==> config.mk <==
export PLATFORM = sky130hd
export DESIGN_NAME = sps_sequencer
export DESIGN_NICKNAME = d
export VERILOG_FILES = /design/src/include/sps_pkg.sv /design/src/hdl/sps_sequencer.sv
export SDC_FILE = /design/constraint.sdc
export NUM_CORES = 1
export LEC_CHECK = 0
export BUFFER_PORTS_ARGS = -buffer_cell sky130_fd_sc_hd__buf_4
export CAP_MARGIN = 20
export CORE_ASPECT_RATIO = 0.9
export CORE_UTILIZATION = 45
export CTS_BUF_LIST = sky130_fd_sc_hd__clkbuf_4
export DETAILED_ROUTE_END_ITERATION = 10
export PLACE_DENSITY_LB_ADDON = 0.1
export SLEW_MARGIN = 30
export SYNTH_ARGS = -nofsm -noshare
export SYNTH_HDL_FRONTEND = slang
export SYNTH_SLANG_ARGS = --single-unit
==> constraint.sdc <==
create_clock -name clock_in -period 16.6 [get_ports clock_in]
set_input_delay 3.32 -clock clock_in [delete_from_list [all_inputs] [get_ports clock_in]]
set_output_delay 3.32 -clock clock_in [all_outputs]
set_load 0.02 [all_outputs]
==> src/include/sps_pkg.sv <==
/*
 * sps_pkg: register map, field positions, reset values and state type
 * for the sleep/wake power sequencer.
 * assumes: 32-bit word register port, byte addresses as printed.
 */
package sps_pkg;

   // register byte offsets
   localparam logic [7:0] OFS_GEN_CTRL      = 8'h00;
   localparam logic [7:0] OFS_WAKE_LOW      = 8'h04;
   localparam logic [7:0] OFS_WAKE_HIGH     = 8'h08;
   localparam logic [7:0] OFS_DORMANT_CFG   = 8'h0c;
   localparam logic [7:0] OFS_WAKE_ONE_CFG  = 8'h10;
   localparam logic [7:0] OFS_WAKE_TWO_CFG  = 8'h14;
   localparam logic [7:0] OFS_RUN_CFG       = 8'h18;
   localparam logic [7:0] OFS_SLEEP_ONE_CFG = 8'h1c;
   localparam logic [7:0] OFS_SLEEP_TWO_CFG = 8'h20;
   localparam logic [7:0] OFS_SEQ_STATUS    = 8'h24;
   localparam logic [7:0] OFS_SWITCHER_CTRL = 8'h2c;
   localparam logic [7:0] OFS_SUPPLY_STATUS = 8'h30;
   localparam logic [7:0] OFS_CORE_LEVEL    = 8'h34;
   localparam logic [7:0] OFS_PLL_LEVEL     = 8'h40;
   localparam logic [7:0] CFG_WORD_STEP     = 8'h04;

   // general control fields
   localparam int GEN_SLEEP_CLK_SEL = 0;
   localparam int GEN_SLEEP_REQ     = 1;
   localparam int GEN_PIN_WAKE_EN   = 2;
   localparam int GEN_WAKE_POL      = 3;
   localparam int GEN_TIMER_WAKE_EN = 4;
   localparam int GEN_WIDE_CMP      = 5;
   localparam int GEN_APPLY_RUN     = 6;
   localparam int GEN_POR_LEVELS    = 7;
   localparam logic [7:0] GEN_CTRL_RESET = 8'h08;
   localparam logic [7:0] GEN_STORE_MASK = 8'hbd;

   // state configuration word fields
   localparam int CFG_CORE_SW_EN    = 0;
   localparam int CFG_ANALOG_SW_EN  = 1;
   localparam int CFG_PLL_REG_EN    = 4;
   localparam int CFG_IO_SUPPLY_EN  = 5;
   localparam int CFG_CORE_SW_PFM   = 8;
   localparam int CFG_ANALOG_SW_PFM = 9;
   localparam int CFG_TILE_CLK_OFF  = 14;
   localparam int CFG_DWELL_LSB     = 16;
   localparam int CFG_DWELL_MSB     = 20;
   localparam logic [31:0] CFG_TIMED_MASK = 32'h001f4331;
   localparam logic [31:0] CFG_RUN_MASK   = 32'h00004331;

   // configuration reset values, one per state
   localparam logic [31:0] RST_DORMANT_CFG   = 32'h00100000;
   localparam logic [31:0] RST_WAKE_ONE_CFG  = 32'h00100020;
   localparam logic [31:0] RST_WAKE_TWO_CFG  = 32'h00100033;
   localparam logic [31:0] RST_RUN_CFG       = 32'h00000033;
   localparam logic [31:0] RST_SLEEP_ONE_CFG = 32'h00100022;
   localparam logic [31:0] RST_SLEEP_TWO_CFG = 32'h00100022;

   localparam int NUM_STATES = 6;

   // order matches the configuration word order in the map
   typedef enum logic [2:0] {
      ST_DORMANT,
      ST_WAKE_ONE,
      ST_WAKE_TWO,
      ST_RUN,
      ST_SLEEP_ONE,
      ST_SLEEP_TWO
   } sps_state_t;

endpackage

==> src/hdl/sps_sequencer.sv <==
/*
 * sps_sequencer: sleep/wake power sequencer with its register file,
 * dwell counter, wake detection and supply/clock control outputs.
 * assumes: one 10 MHz clock; wake pin and slow oscillator tick come
 * from outside and are synchronised here; real-time count and supply
 * good flags come from logic on the same clock.
 */
`timescale 1ns/1ps

module sps_sequencer
   import sps_pkg::*;
(
   // clock and reset
   input  wire logic                clock_in,
   input  wire logic                rst_in,
   // register port
   input  wire logic                reg_wr_in,
   input  wire logic                reg_rd_in,
   input  wire logic [7:0]          reg_addr_in,
   input  wire logic [31:0]         reg_wdata_in,
   output logic      [31:0]         reg_rdata_out,
   // wake sources
   input  wire logic                wake_pin_in,
   input  wire logic                slow_osc_tick_in,
   input  wire logic [63:0]         rtc_count_in,
   // supply feedback, {io, pll, analog, core}
   input  wire logic [3:0]          supply_good_in,
   // supply and clock control
   output logic                     core_switcher_en_out,
   output logic                     analog_switcher_en_out,
   output logic                     pll_regulator_en_out,
   output logic                     io_supply_output_en_out,
   output logic                     core_switcher_pfm_out,
   output logic                     analog_switcher_pfm_out,
   output logic                     tile_clock_off_out,
   output logic                     sleep_clk_default_out,
   output logic                     use_por_levels_out,
   output logic      [31:0]         core_level_out,
   output logic      [31:0]         pll_level_out,
   output logic      [31:0]         switcher_ctrl_out,
   output sps_pkg::sps_state_t      state_out
);
   import sps_pkg::*;

   // dwell limit: 2^n cycles means count reaches 2^n - 1
   function automatic logic [31:0] dwell_limit(input logic [31:0] cfg);
      logic [4:0] n;
      n = cfg[CFG_DWELL_MSB:CFG_DWELL_LSB];
      dwell_limit = (32'h00000001 << n) - 32'h00000001;
   endfunction

   // masked word update keeps read-only bits untouched
   function automatic logic [31:0] masked_write(input logic [31:0] old,
                                                input logic [31:0] wdata,
                                                input logic [31:0] mask);
      masked_write = (old & ~mask) | (wdata & mask);
   endfunction

   function automatic logic [31:0] cfg_reset(input int idx);
      unique case (idx)
         0:       cfg_reset = RST_DORMANT_CFG;
         1:       cfg_reset = RST_WAKE_ONE_CFG;
         2:       cfg_reset = RST_WAKE_TWO_CFG;
         3:       cfg_reset = RST_RUN_CFG;
         4:       cfg_reset = RST_SLEEP_ONE_CFG;
         default: cfg_reset = RST_SLEEP_TWO_CFG;
      endcase
   endfunction

   // registers
   logic [7:0]              gen_ctrl_r;
   logic [31:0]             wake_low_r;
   logic [31:0]             wake_high_r;
   logic [31:0]             cfg_r [NUM_STATES];
   logic [31:0]             switcher_ctrl_r;
   logic [31:0]             core_level_r;
   logic [31:0]             pll_level_r;
   sps_state_t              state_r;
   sps_state_t              state_nxt;
   logic [31:0]             dwell_cnt_r;
   logic [31:0]             applied_r;
   logic                    sleep_req_pulse;
   logic                    apply_pulse;

   // synchronisers
   logic                    wake_pin_s1_r;
   logic                    wake_pin_s2_r;
   logic                    slow_s1_r;
   logic                    slow_s2_r;
   logic                    slow_s3_r;
   logic                    slow_edge;

   // decode
   logic                    cfg_sel;
   logic [7:0]              cfg_ofs;
   logic [2:0]              cfg_idx;
   logic                    wr_gen;
   logic                    state_change;
   logic [31:0]             cur_cfg;
   logic                    dwell_tick;
   logic                    dwell_done;
   logic                    timer_match;
   logic                    pin_match;
   logic                    wake_event;
   logic                    supplies_good;
   logic [3:0]              enabled_mask;

   // external levels pass two flops before use
   always_ff @(posedge clock_in or posedge rst_in) begin
      if (rst_in) begin
         wake_pin_s1_r <= 1'b0;
         wake_pin_s2_r <= 1'b0;
         slow_s1_r     <= 1'b0;
         slow_s2_r     <= 1'b0;
         slow_s3_r     <= 1'b0;
      end else begin
         wake_pin_s1_r <= wake_pin_in;
         wake_pin_s2_r <= wake_pin_s1_r;
         slow_s1_r     <= slow_osc_tick_in;
         slow_s2_r     <= slow_s1_r;
         slow_s3_r     <= slow_s2_r;
      end
   end

   assign slow_edge = slow_s2_r & ~slow_s3_r;

   // address decode, whole-word accesses only
   assign cfg_ofs = reg_addr_in - OFS_DORMANT_CFG;
   assign cfg_sel = (reg_addr_in >= OFS_DORMANT_CFG) && (reg_addr_in <= OFS_SLEEP_TWO_CFG)
                    && (reg_addr_in[1:0] == 2'b00);
   assign cfg_idx = cfg_ofs[4:2];
   assign wr_gen  = reg_wr_in && (reg_addr_in == OFS_GEN_CTRL);

   // self-clearing strobes never stored
   assign sleep_req_pulse = wr_gen && reg_wdata_in[GEN_SLEEP_REQ] && (state_r == ST_RUN);
   assign apply_pulse     = wr_gen && reg_wdata_in[GEN_APPLY_RUN];

   always_ff @(posedge clock_in or posedge rst_in) begin
      if (rst_in) begin
         gen_ctrl_r <= GEN_CTRL_RESET;
      end else if (wr_gen) begin
         gen_ctrl_r <= reg_wdata_in[7:0] & GEN_STORE_MASK;
      end
   end

   always_ff @(posedge clock_in or posedge rst_in) begin
      if (rst_in) begin
         wake_low_r  <= 32'h00000000;
         wake_high_r <= 32'h00000000;
      end else if (reg_wr_in) begin
         if (reg_addr_in == OFS_WAKE_LOW) begin
            wake_low_r <= reg_wdata_in;
         end
         if (reg_addr_in == OFS_WAKE_HIGH) begin
            wake_high_r <= reg_wdata_in;
         end
      end
   end

   // state configuration words; run word has no dwell field
   always_ff @(posedge clock_in or posedge rst_in) begin
      if (rst_in) begin
         for (int i = 0; i < NUM_STATES; i++) begin
            cfg_r[i] <= cfg_reset(i);
         end
      end else if (reg_wr_in && cfg_sel) begin
         if (cfg_idx == 3'(ST_RUN)) begin
            cfg_r[cfg_idx] <= masked_write(cfg_r[cfg_idx], reg_wdata_in, CFG_RUN_MASK);
         end else begin
            cfg_r[cfg_idx] <= masked_write(cfg_r[cfg_idx], reg_wdata_in,
                                           CFG_TIMED_MASK);
         end
      end
   end

   // layouts of these words are opaque here; stored and passed on
   always_ff @(posedge clock_in or posedge rst_in) begin
      if (rst_in) begin
         switcher_ctrl_r <= 32'h00000000;
         core_level_r    <= 32'h00000000;
         pll_level_r     <= 32'h00000000;
      end else if (reg_wr_in) begin
         if (reg_addr_in == OFS_SWITCHER_CTRL) begin
            switcher_ctrl_r <= reg_wdata_in;
         end
         if (reg_addr_in == OFS_CORE_LEVEL) begin
            core_level_r <= reg_wdata_in;
         end
         if (reg_addr_in == OFS_PLL_LEVEL) begin
            pll_level_r <= reg_wdata_in;
         end
      end
   end

   // read path, one cycle latency
   always_ff @(posedge clock_in or posedge rst_in) begin
      if (rst_in) begin
         reg_rdata_out <= 32'h00000000;
      end else if (reg_rd_in) begin
         if (cfg_sel) begin
            reg_rdata_out <= cfg_r[cfg_idx];
         end else begin
            unique case (reg_addr_in)
               OFS_GEN_CTRL:      reg_rdata_out <= {24'h000000, gen_ctrl_r};
               OFS_WAKE_LOW:      reg_rdata_out <= wake_low_r;
               OFS_WAKE_HIGH:     reg_rdata_out <= wake_high_r;
               OFS_SEQ_STATUS:    reg_rdata_out <= {29'h00000000, state_r};
               OFS_SWITCHER_CTRL: reg_rdata_out <= switcher_ctrl_r;
               OFS_SUPPLY_STATUS: reg_rdata_out <= {28'h0000000, supply_good_in};
               OFS_CORE_LEVEL:    reg_rdata_out <= core_level_r;
               OFS_PLL_LEVEL:     reg_rdata_out <= pll_level_r;
               default:           reg_rdata_out <= 32'h00000000;
            endcase
         end
      end
   end

   // wake detection; compare only consulted in dormant state
   always_comb begin
      if (gen_ctrl_r[GEN_WIDE_CMP]) begin
         timer_match = rtc_count_in >= {wake_high_r, wake_low_r};
      end else begin
         timer_match = rtc_count_in[31:0] >= wake_low_r;
      end
   end

   assign pin_match  = gen_ctrl_r[GEN_PIN_WAKE_EN]
                       && (wake_pin_s2_r == gen_ctrl_r[GEN_WAKE_POL]);
   assign wake_event = pin_match
                       || (gen_ctrl_r[GEN_TIMER_WAKE_EN] && timer_match);

   // dwell counting; dormant may run from the slow oscillator
   assign cur_cfg = cfg_r[state_r];
   always_comb begin
      if (state_r == ST_DORMANT && !gen_ctrl_r[GEN_SLEEP_CLK_SEL]) begin
         dwell_tick = slow_edge;
      end else begin
         dwell_tick = 1'b1;
      end
   end

   assign dwell_done = dwell_cnt_r >= dwell_limit(cur_cfg);

   // supplies not enabled in the applied word are don't-care
   assign enabled_mask  = {applied_r[CFG_IO_SUPPLY_EN], applied_r[CFG_PLL_REG_EN],
                           applied_r[CFG_ANALOG_SW_EN], applied_r[CFG_CORE_SW_EN]};
   assign supplies_good = &(supply_good_in | ~enabled_mask);

   always_comb begin
      state_nxt = state_r;
      unique case (state_r)
         ST_RUN: begin
            if (sleep_req_pulse) begin
               state_nxt = ST_SLEEP_ONE;
            end
         end
         ST_SLEEP_ONE: begin
            if (dwell_done) begin
               state_nxt = ST_SLEEP_TWO;
            end
         end
         ST_SLEEP_TWO: begin
            if (dwell_done) begin
               state_nxt = ST_DORMANT;
            end
         end
         ST_DORMANT: begin
            if (dwell_done && wake_event) begin
               state_nxt = ST_WAKE_ONE;
            end
         end
         ST_WAKE_ONE: begin
            if (dwell_done && supplies_good) begin
               state_nxt = ST_WAKE_TWO;
            end
         end
         ST_WAKE_TWO: begin
            if (dwell_done && supplies_good) begin
               state_nxt = ST_RUN;
            end
         end
         default: state_nxt = ST_RUN;
      endcase
   end

   assign state_change = (state_nxt != state_r);

   always_ff @(posedge clock_in or posedge rst_in) begin
      if (rst_in) begin
         state_r <= ST_RUN;
      end else begin
         state_r <= state_nxt;
      end
   end

   // counter restarts on entry and saturates at its limit
   always_ff @(posedge clock_in or posedge rst_in) begin
      if (rst_in) begin
         dwell_cnt_r <= 32'h00000000;
      end else if (state_change) begin
         dwell_cnt_r <= 32'h00000000;
      end else if (dwell_tick && !dwell_done) begin
         dwell_cnt_r <= dwell_cnt_r + 32'h00000001;
      end
   end

   // applied word latched on entry so edits to the run word wait for apply
   always_ff @(posedge clock_in or posedge rst_in) begin
      if (rst_in) begin
         applied_r <= RST_RUN_CFG;
      end else if (state_change) begin
         applied_r <= cfg_r[state_nxt];
      end else if (apply_pulse && state_r == ST_RUN) begin
         applied_r <= cfg_r[ST_RUN];
      end
   end

   // supply, regulator mode and tile clock controls
   assign core_switcher_en_out    = applied_r[CFG_CORE_SW_EN];
   assign analog_switcher_en_out  = applied_r[CFG_ANALOG_SW_EN];
   assign pll_regulator_en_out    = applied_r[CFG_PLL_REG_EN];
   assign io_supply_output_en_out = applied_r[CFG_IO_SUPPLY_EN];
   assign core_switcher_pfm_out   = applied_r[CFG_CORE_SW_PFM];
   assign analog_switcher_pfm_out = applied_r[CFG_ANALOG_SW_PFM];
   assign tile_clock_off_out      = applied_r[CFG_TILE_CLK_OFF];

   // sleep clock choice only matters while dormant
   always_ff @(posedge clock_in or posedge rst_in) begin
      if (rst_in) begin
         sleep_clk_default_out <= 1'b1;
      end else if (state_nxt == ST_DORMANT) begin
         sleep_clk_default_out <= gen_ctrl_r[GEN_SLEEP_CLK_SEL];
      end else begin
         sleep_clk_default_out <= 1'b1;
      end
   end

   // level selection latched on wake entry and held until the next wake entry
   always_ff @(posedge clock_in or posedge rst_in) begin
      if (rst_in) begin
         use_por_levels_out <= 1'b0;
      end else if (state_change && state_nxt == ST_WAKE_ONE) begin
         use_por_levels_out <= gen_ctrl_r[GEN_POR_LEVELS];
      end
   end

   assign core_level_out    = core_level_r;
   assign pll_level_out     = pll_level_r;
   assign switcher_ctrl_out = switcher_ctrl_r;
   assign state_out         = state_r;

endmodule

==> impl_metrics.ini, run 1 <==
[finish]
area.sequential_um2 = 11000
final_core_util = 0.535
layout.nets = 2543
area_growth_syn_to_layout_pct = 16.5
fin_area_um2 = 25900
n_fill_cell = 4361
multi_input_area_um2 = 9950
drive_above_1_share = 0.303
stdcell_count = 3053

[grt]
grt_usage = 0.272
grt_pass1_vias = 17700
antenna_found_initial = 8
grt_max_degree = 168
overflow = 0
grt_pass1_wl_um = 104000

[synthesis]
syn_inst = 2173
ys_ff_latch = 439
synth_ff_type = dfrtp_1
synthArstFlopShare = 1.00
yosysWarnings = 0
synth_fp_nets = 2389
synth_edf_count = 0
avgSynthCellArea_um2 = 10.2
synth.distinct_cells = 75
seq_area_frac_synth = 0.497
post_synth_instance_area_um2 = 22200

[clock_network]
post_cts_resized = 0
clockRootBuffer = clkbuf_4
cts_tree = done
htree_levels = 3
cts-buffers-inserted = 115
clkSinkCount = 439
clk_latency_ns = 0.88
post_cts_buffers = 0
clockBufferDepth = 3
path_clk_slew_ns = 0.06
cts_hold_buf = 0

[worst_setup_path]
rrSetupSlack_ns = 9.43
end_kind = flop
rr_worst_depth = 19
timing.rr.end = applied_r[8]
slowest_delay_ns = 0.88
path_cells = mux4_2 -> a21o_1 -> clkinv_1 -> nand3_1 -> ha_1 -> clkinv_1 -> o31ai_1 -> a31oi_1 -> ha_1 -> a21oi_1 -> o21ai_0 -> a221oi_1 -> nand3_1 -> a21oi_1 -> o21a_1 -> inv_1 -> a2111oi_0 -> a311oi_1 -> a211oi_1
cp_max_fo = 22
worstPathArrival_ns = 7.92
critPathKind = flop to flop
slowest_stage = dfstp_2
cp-start-kind = flop
required_ns = 17.36
r2r_start = state_out[0]

[sta]
final-hold-violation-count = 0
setup_violations = 0
rsz0062_at_grt = false
fin_skew_ns = 0.0641
post-route-period-util = 0.432
maxSlewHeadroom = 0.377
finalMaxSlewViolations = 0
worst_pin_slew_ns = 0.932
fin_crit_ns = 7.17
fmax_ghz = 0.140
tns_ns = 0

[floorplan]
start_util = 0.459
die_area_um2 = 50200
die_height_um = 213
die_w_um = 236
core-area_um2 = 48300
rows = 76
io_pins = 254

[power_and_ir_drop]
leakage_nw = 12.1
power.density_nw_per_um2 = 110
p_total_w = 0.00284
ir_drop_mv = 0.0537

[hold_path]
worstHoldStart = slow_s1_r
hold-path-endpoint = slow_s2_r
worstHoldPathCells = 0
hp-class = flop to flop

[route]
drtAntennaViolNets = 0
drt-met1-wl_um = 30100
drc = 0
top_layer = met5
drt-initial-drc-count = 1257
routed-via-count = 17300
routed_via_density = 5.67
dr_wl_met2_um = 31200
wl_met3_um = 5190
drt_wl_total_um = 68000
first_pass_iters = 6
avgRoutedWirePerCell_um = 22.3

[place]
numPlacedInstances = 2832
io_buffers = 253
dp_hpwl_um = 46200
postPlaceCellArea_um2 = 24300
place.gp.congestion = 0.899

[outcome]
status = finished, final reports clean

[job]
drv_cap = 0
-- how the worst max path moves through the flow --
stage	startpoint	endpoint	depth (start not counted)
2_1_floorplan	rst_in	async pin	1
3_3_place_gp	rtc_count_in[13]	applied_r[14]	12
3_5_place_dp	rtc_count_in[14]	dwell_cnt_r[16]	12
4_1_cts	state_out[0]	applied_r[5]	19
5_1_grt	state_out[0]	applied_r[8]	19
6_report	state_out[0]	applied_r[8]	19
-- per-stage QoR --
stage                     hold slack, ns  setup WS [ns]
after global placement             0.336           9.56
after floorplan                    0.331           1.09
after CTS                          0.353           9.57
final                              0.355           9.43
after global routing               0.361           8.76
after detailed placement           0.338           9.55
-- metal layers --
layer | global-route usage | up-vias
met1 | 0.363 | 8573
met3 | 0.0795 | 106
li1 | - | 8038
met5 | 0 | -
met2 | 0.424 | 582
met4 | 0.0883 | 2
-- report_power, final --
part	switching [W]	internal, W
registers	0.0000664	0.00113
logic	0.000395	0.000262
clock network	0.000468	0.000519
-- worst max-delay path: cells and delay by family (launching register included) --
family                     cells  cell delay [ns]
and+or+nand+nor                2             0.42
AOI/OAI and AO/OA             11             3.55
adders and majority gates      2             0.72
DFF                            1             0.88
buffers and inverters          3             1.14
muxes                          1             0.34
-- logic make-up (layout without fill, tap and decap cells) --
| logic type | Yosys count | count (layout) | synth area share |
|---|---|---|---|
| compound gates | 539 | 539 | 0.155 |
| simple gates | 487 | 487 | 0.0981 |
| flops | 439 | 439 | 0.497 |
| buf+inv | 337 | 586 | 0.0590 |
| mux | 236 | 236 | 0.121 |
| fa+ha+maj | 102 | 102 | 0.0575 |
| xor+xnor | 32 | 32 | 0.0126 |
| other cells | 1 | 8 | 0.000169 |
-- cell usage after synthesis, drive strengths merged (3+ instances only) --
cell type    n  share of area
dfrtp      413           0.47
a21oi      260          0.059
nand2      216          0.037
clkbuf     213          0.036
mux2       206           0.10
nor2       130          0.022
ha         102          0.058
inv         85          0.014
a22oi       53          0.018
o21ai       50          0.012
buf         36         0.0081
a31oi       32         0.0090
dfstp       26          0.031
nand4       26         0.0073
xor2        26          0.010
a211oi      24         0.0083
a311oi      24         0.0095
mux2i       24          0.011
nand3       24         0.0054
nand2b      18         0.0051
nor3        17         0.0043
o32a        14         0.0063
nor2b       13         0.0037
a221oi      12         0.0047
a21o        11         0.0038
and3        11         0.0031
a2111oi     10         0.0042
a222oi       7         0.0032
mux4         6         0.0061
o21a         6         0.0020
xnor2        6         0.0024
a221o        5         0.0023
and2         5         0.0014
and4         5         0.0020
nand3b       5         0.0017
nor4         5         0.0014
or3          4         0.0011
a211o        3         0.0012
a22o         3         0.0012
clkinv       3        0.00051
o21bai       3         0.0010
o221ai       3         0.0012
-- placed cells by master (no fill, tap or decap), types with 6 or more instances in the layout --
| cell type | Yosys | final |
|---|---|---|
| a222oi_1 | 7 | 7 |
| a221oi_1 | 12 | 12 |
| nor2b_1 | 13 | 13 |
| nor2_1 | 129 | 129 |
| a31oi_1 | 32 | 32 |
| nor3_2 | 2 | 6 |
| xor2_1 | 26 | 25 |
| a21oi_1 | 260 | 260 |
| mux2i_1 | 24 | 24 |
| nor3_1 | 15 | 11 |
| clkinv_1 | 3 | 29 |
| mux2_2 | 206 | 206 |
| a211oi_1 | 23 | 23 |
| o32a_1 | 14 | 14 |
| nand4_1 | 26 | 26 |
| and3_1 | 11 | 11 |
| diode_2 | 0 | 7 |
| inv_1 | 85 | 84 |
| nand3_1 | 24 | 24 |
| buf_4 | 2 | 281 |
| o21ai_0 | 47 | 47 |
| ha_1 | 102 | 101 |
| a2111oi_0 | 9 | 9 |
| a22oi_1 | 53 | 53 |
| dfstp_2 | 26 | 26 |
| nand2_1 | 216 | 213 |
| nand2b_1 | 18 | 18 |
| o21a_1 | 6 | 6 |
| clkbuf_4 | 0 | 179 |
| dfrtp_1 | 413 | 413 |
| a21o_1 | 10 | 10 |
| a311oi_1 | 24 | 24 |
| mux4_2 | 6 | 6 |
-- area by class of cell --
cell class	count	area share
sequential	439	0.426
multi-input combinational	1397	0.385
clock inverter	33	0.00711
timing repair buffer	286	0.0860
antenna	7	0.000677
tap	624	0.0302
clock buffer	179	0.0520
inverter	88	0.0131
Note: power is estimated with default switching activity, not from simulation.
==> run 2, diff against run 1 <==
==> constraint.sdc (replaced) <==
create_clock -name clock_in -period 7.1 [get_ports clock_in]
set_input_delay 1.42 -clock clock_in [delete_from_list [all_inputs] [get_ports clock_in]]
set_output_delay 1.42 -clock clock_in [all_outputs]
set_load 0.02 [all_outputs]
==> impl_metrics.ini, run 2 (synthesis results as in run 1) <==
[power_and_ir_drop]
power.density_nw_per_um2 = 255
ir_drop_mv = 0.149
leakage_nw = 12.1
p_total_w = 0.00658

[grt]
overflow = 0
grt_max_degree = 173
antenna_found_initial = 3
grt_pass1_vias = 17500
grt_pass1_wl_um = 105000
grt_usage = 0.274

[floorplan]
die_height_um = 213
die_w_um = 236
start_util = 0.459
rows = 76
die_area_um2 = 50200
core-area_um2 = 48300
io_pins = 254

[route]
drc = 0
routed_via_density = 5.65
avgRoutedWirePerCell_um = 22.4
drtAntennaViolNets = 0
drt_wl_total_um = 68200
routed-via-count = 17200
first_pass_iters = 8
drt-initial-drc-count = 1368

[finish]
mostFrequentLayoutCells = dfrtp_1 (413), buf_4 (286), a21oi_1 (260)
mostFrequentLayoutCell = dfrtp_1
stdcell_count = 3042
multi_input_area_um2 = 9980
drive_above_1_share = 0.302
n_fill_cell = 4398
layout.nets = 2546
area_growth_syn_to_layout_pct = 16.2
area.sequential_um2 = 11000
fin_area_um2 = 25800

[sta]
worst_slack_ns = 0.733
setup_violations = 0
final-hold-violation-count = 0
finalMaxSlewViolations = 0
fmax_ghz = 0.157
rsz0062_at_grt = false
maxSlewHeadroom = 0.340
worst_pin_slew_ns = 0.990
post-route-period-util = 0.897
fin_skew_ns = 0.111
fin_crit_ns = 6.37

[worst_setup_path]
required_ns = 7.77
worstPathArrival_ns = 7.04
slowest_delay_ns = 0.84
critPathTopFamily = simple AND/OR/NAND/NOR gates
slowest_stage = dfstp_2
cp-start-kind = flop
critPathKind = flop to flop
worst-path-buf-inv = 4
rrSetupSlack_ns = 0.73
end_kind = flop
path_cells = mux4_2 -> a21oi_1 -> buf_4 -> nand2_1 -> nor2_1 -> nand3_1 -> ha_1 -> nor2_1 -> nand2_1 -> o21ai_0 -> a21oi_1 -> ha_1 -> nand4_1 -> nor4_1 -> o21ai_0 -> inv_1 -> a21o_2 -> o21ai_0 -> a21oi_1 -> buf_4 -> and2_1 -> buf_4 -> a211oi_1
cp_max_fo = 39

[clock_network]
clkSinkCount = 439
path_clk_slew_ns = 0.07
cts-buffers-inserted = 115
cts_tree = done
clockRootBuffer = clkbuf_4
htree_levels = 3
clockBufferDepth = 3
clk_latency_ns = 0.92

[place]
place.gp.congestion = 0.882
dp_hpwl_um = 47600
io_buffers = 253
numPlacedInstances = 2836
postPlaceCellArea_um2 = 24300
pre_cts_ws_ns = 0.714

[hold_path]
hp-class = flop to flop

[outcome]
status = finished, final reports clean

[job]
drv_cap = 0
-- run 2: area by class of cell --
cell class | instances | share of cell area
repair buffers | 289 | 0.0859
well taps | 624 | 0.0303
diodes | 2 | 0.000194
multi-input cells | 1397 | 0.387
inverters | 88 | 0.0130
flip-flops and latches | 439 | 0.427
clock buffers | 166 | 0.0483
clock inverters | 37 | 0.00810
-- run 2: worst paths after layout --
path	from	to	cells after the start
worst max-delay path	state_out[0]	applied_r[8]	23
worst min-delay path	wake_pin_s1_r	wake_pin_s2_r	0
worst max register to register	state_out[0]	applied_r[8]	23
worst min register to register	wake_pin_s1_r	wake_pin_s2_r	0
max in group asynchronous	rst_in	async pin	5
min in group asynchronous	rst_in	async pin	2
-- run 2: what timing repair did --
item	CTS	global route
hold buffers	0	0
setup buffers	0	0
resized for setup	0	2
endpoints found under the setup margin	0	4
-- run 2: metrics by stage --
stage | hold WS [ns] | setup TNS (ns) | util
final | 0.348 | 0 | 0.534
after global routing | 0.347 | 0 | 0.534
after CTS | 0.340 | 0 | 0.533
after detailed placement | 0.346 | 0 | 0.503
after global placement | 0.343 | 0 | 0.502
after floorplan | 0.331 | -95.01 | -
-- run 2: report_power, final --
group          internal, W  switching, W  total, W
combinational     0.000623      0.000942   0.00156
clock              0.00111       0.00110   0.00222
sequential         0.00265      0.000149   0.00280
total              0.00438       0.00220   0.00658
-- run 2: routing by layer --
layer | part of all wire | vias to the layer above | track usage
met1 | 0.44 | 8469 | 0.373
met2 | 0.45 | 563 | 0.418
li1 | - | 8036 | -
met5 | 0 | - | 0
met4 | 0.031 | 0 | 0.0996
met3 | 0.076 | 122 | 0.0771
-- run 2: worst reg2reg max path, stage by stage, from the launching register on --
cell	delay (ns)
dfstp_2	0.84
mux4_2	0.59
a21oi_1	0.16
buf_4	0.20
nand2_1	0.21
nor2_1	0.33
nand3_1	0.13
ha_1	0.33
nor2_1	0.23
nand2_1	0.12
o21ai_0	0.18
a21oi_1	0.10
ha_1	0.32
nand4_1	0.15
nor4_1	0.52
o21ai_0	0.21
inv_1	0.14
a21o_2	0.23
o21ai_0	0.11
a21oi_1	0.24
buf_4	0.20
and2_1	0.13
buf_4	0.40
a211oi_1	0.16
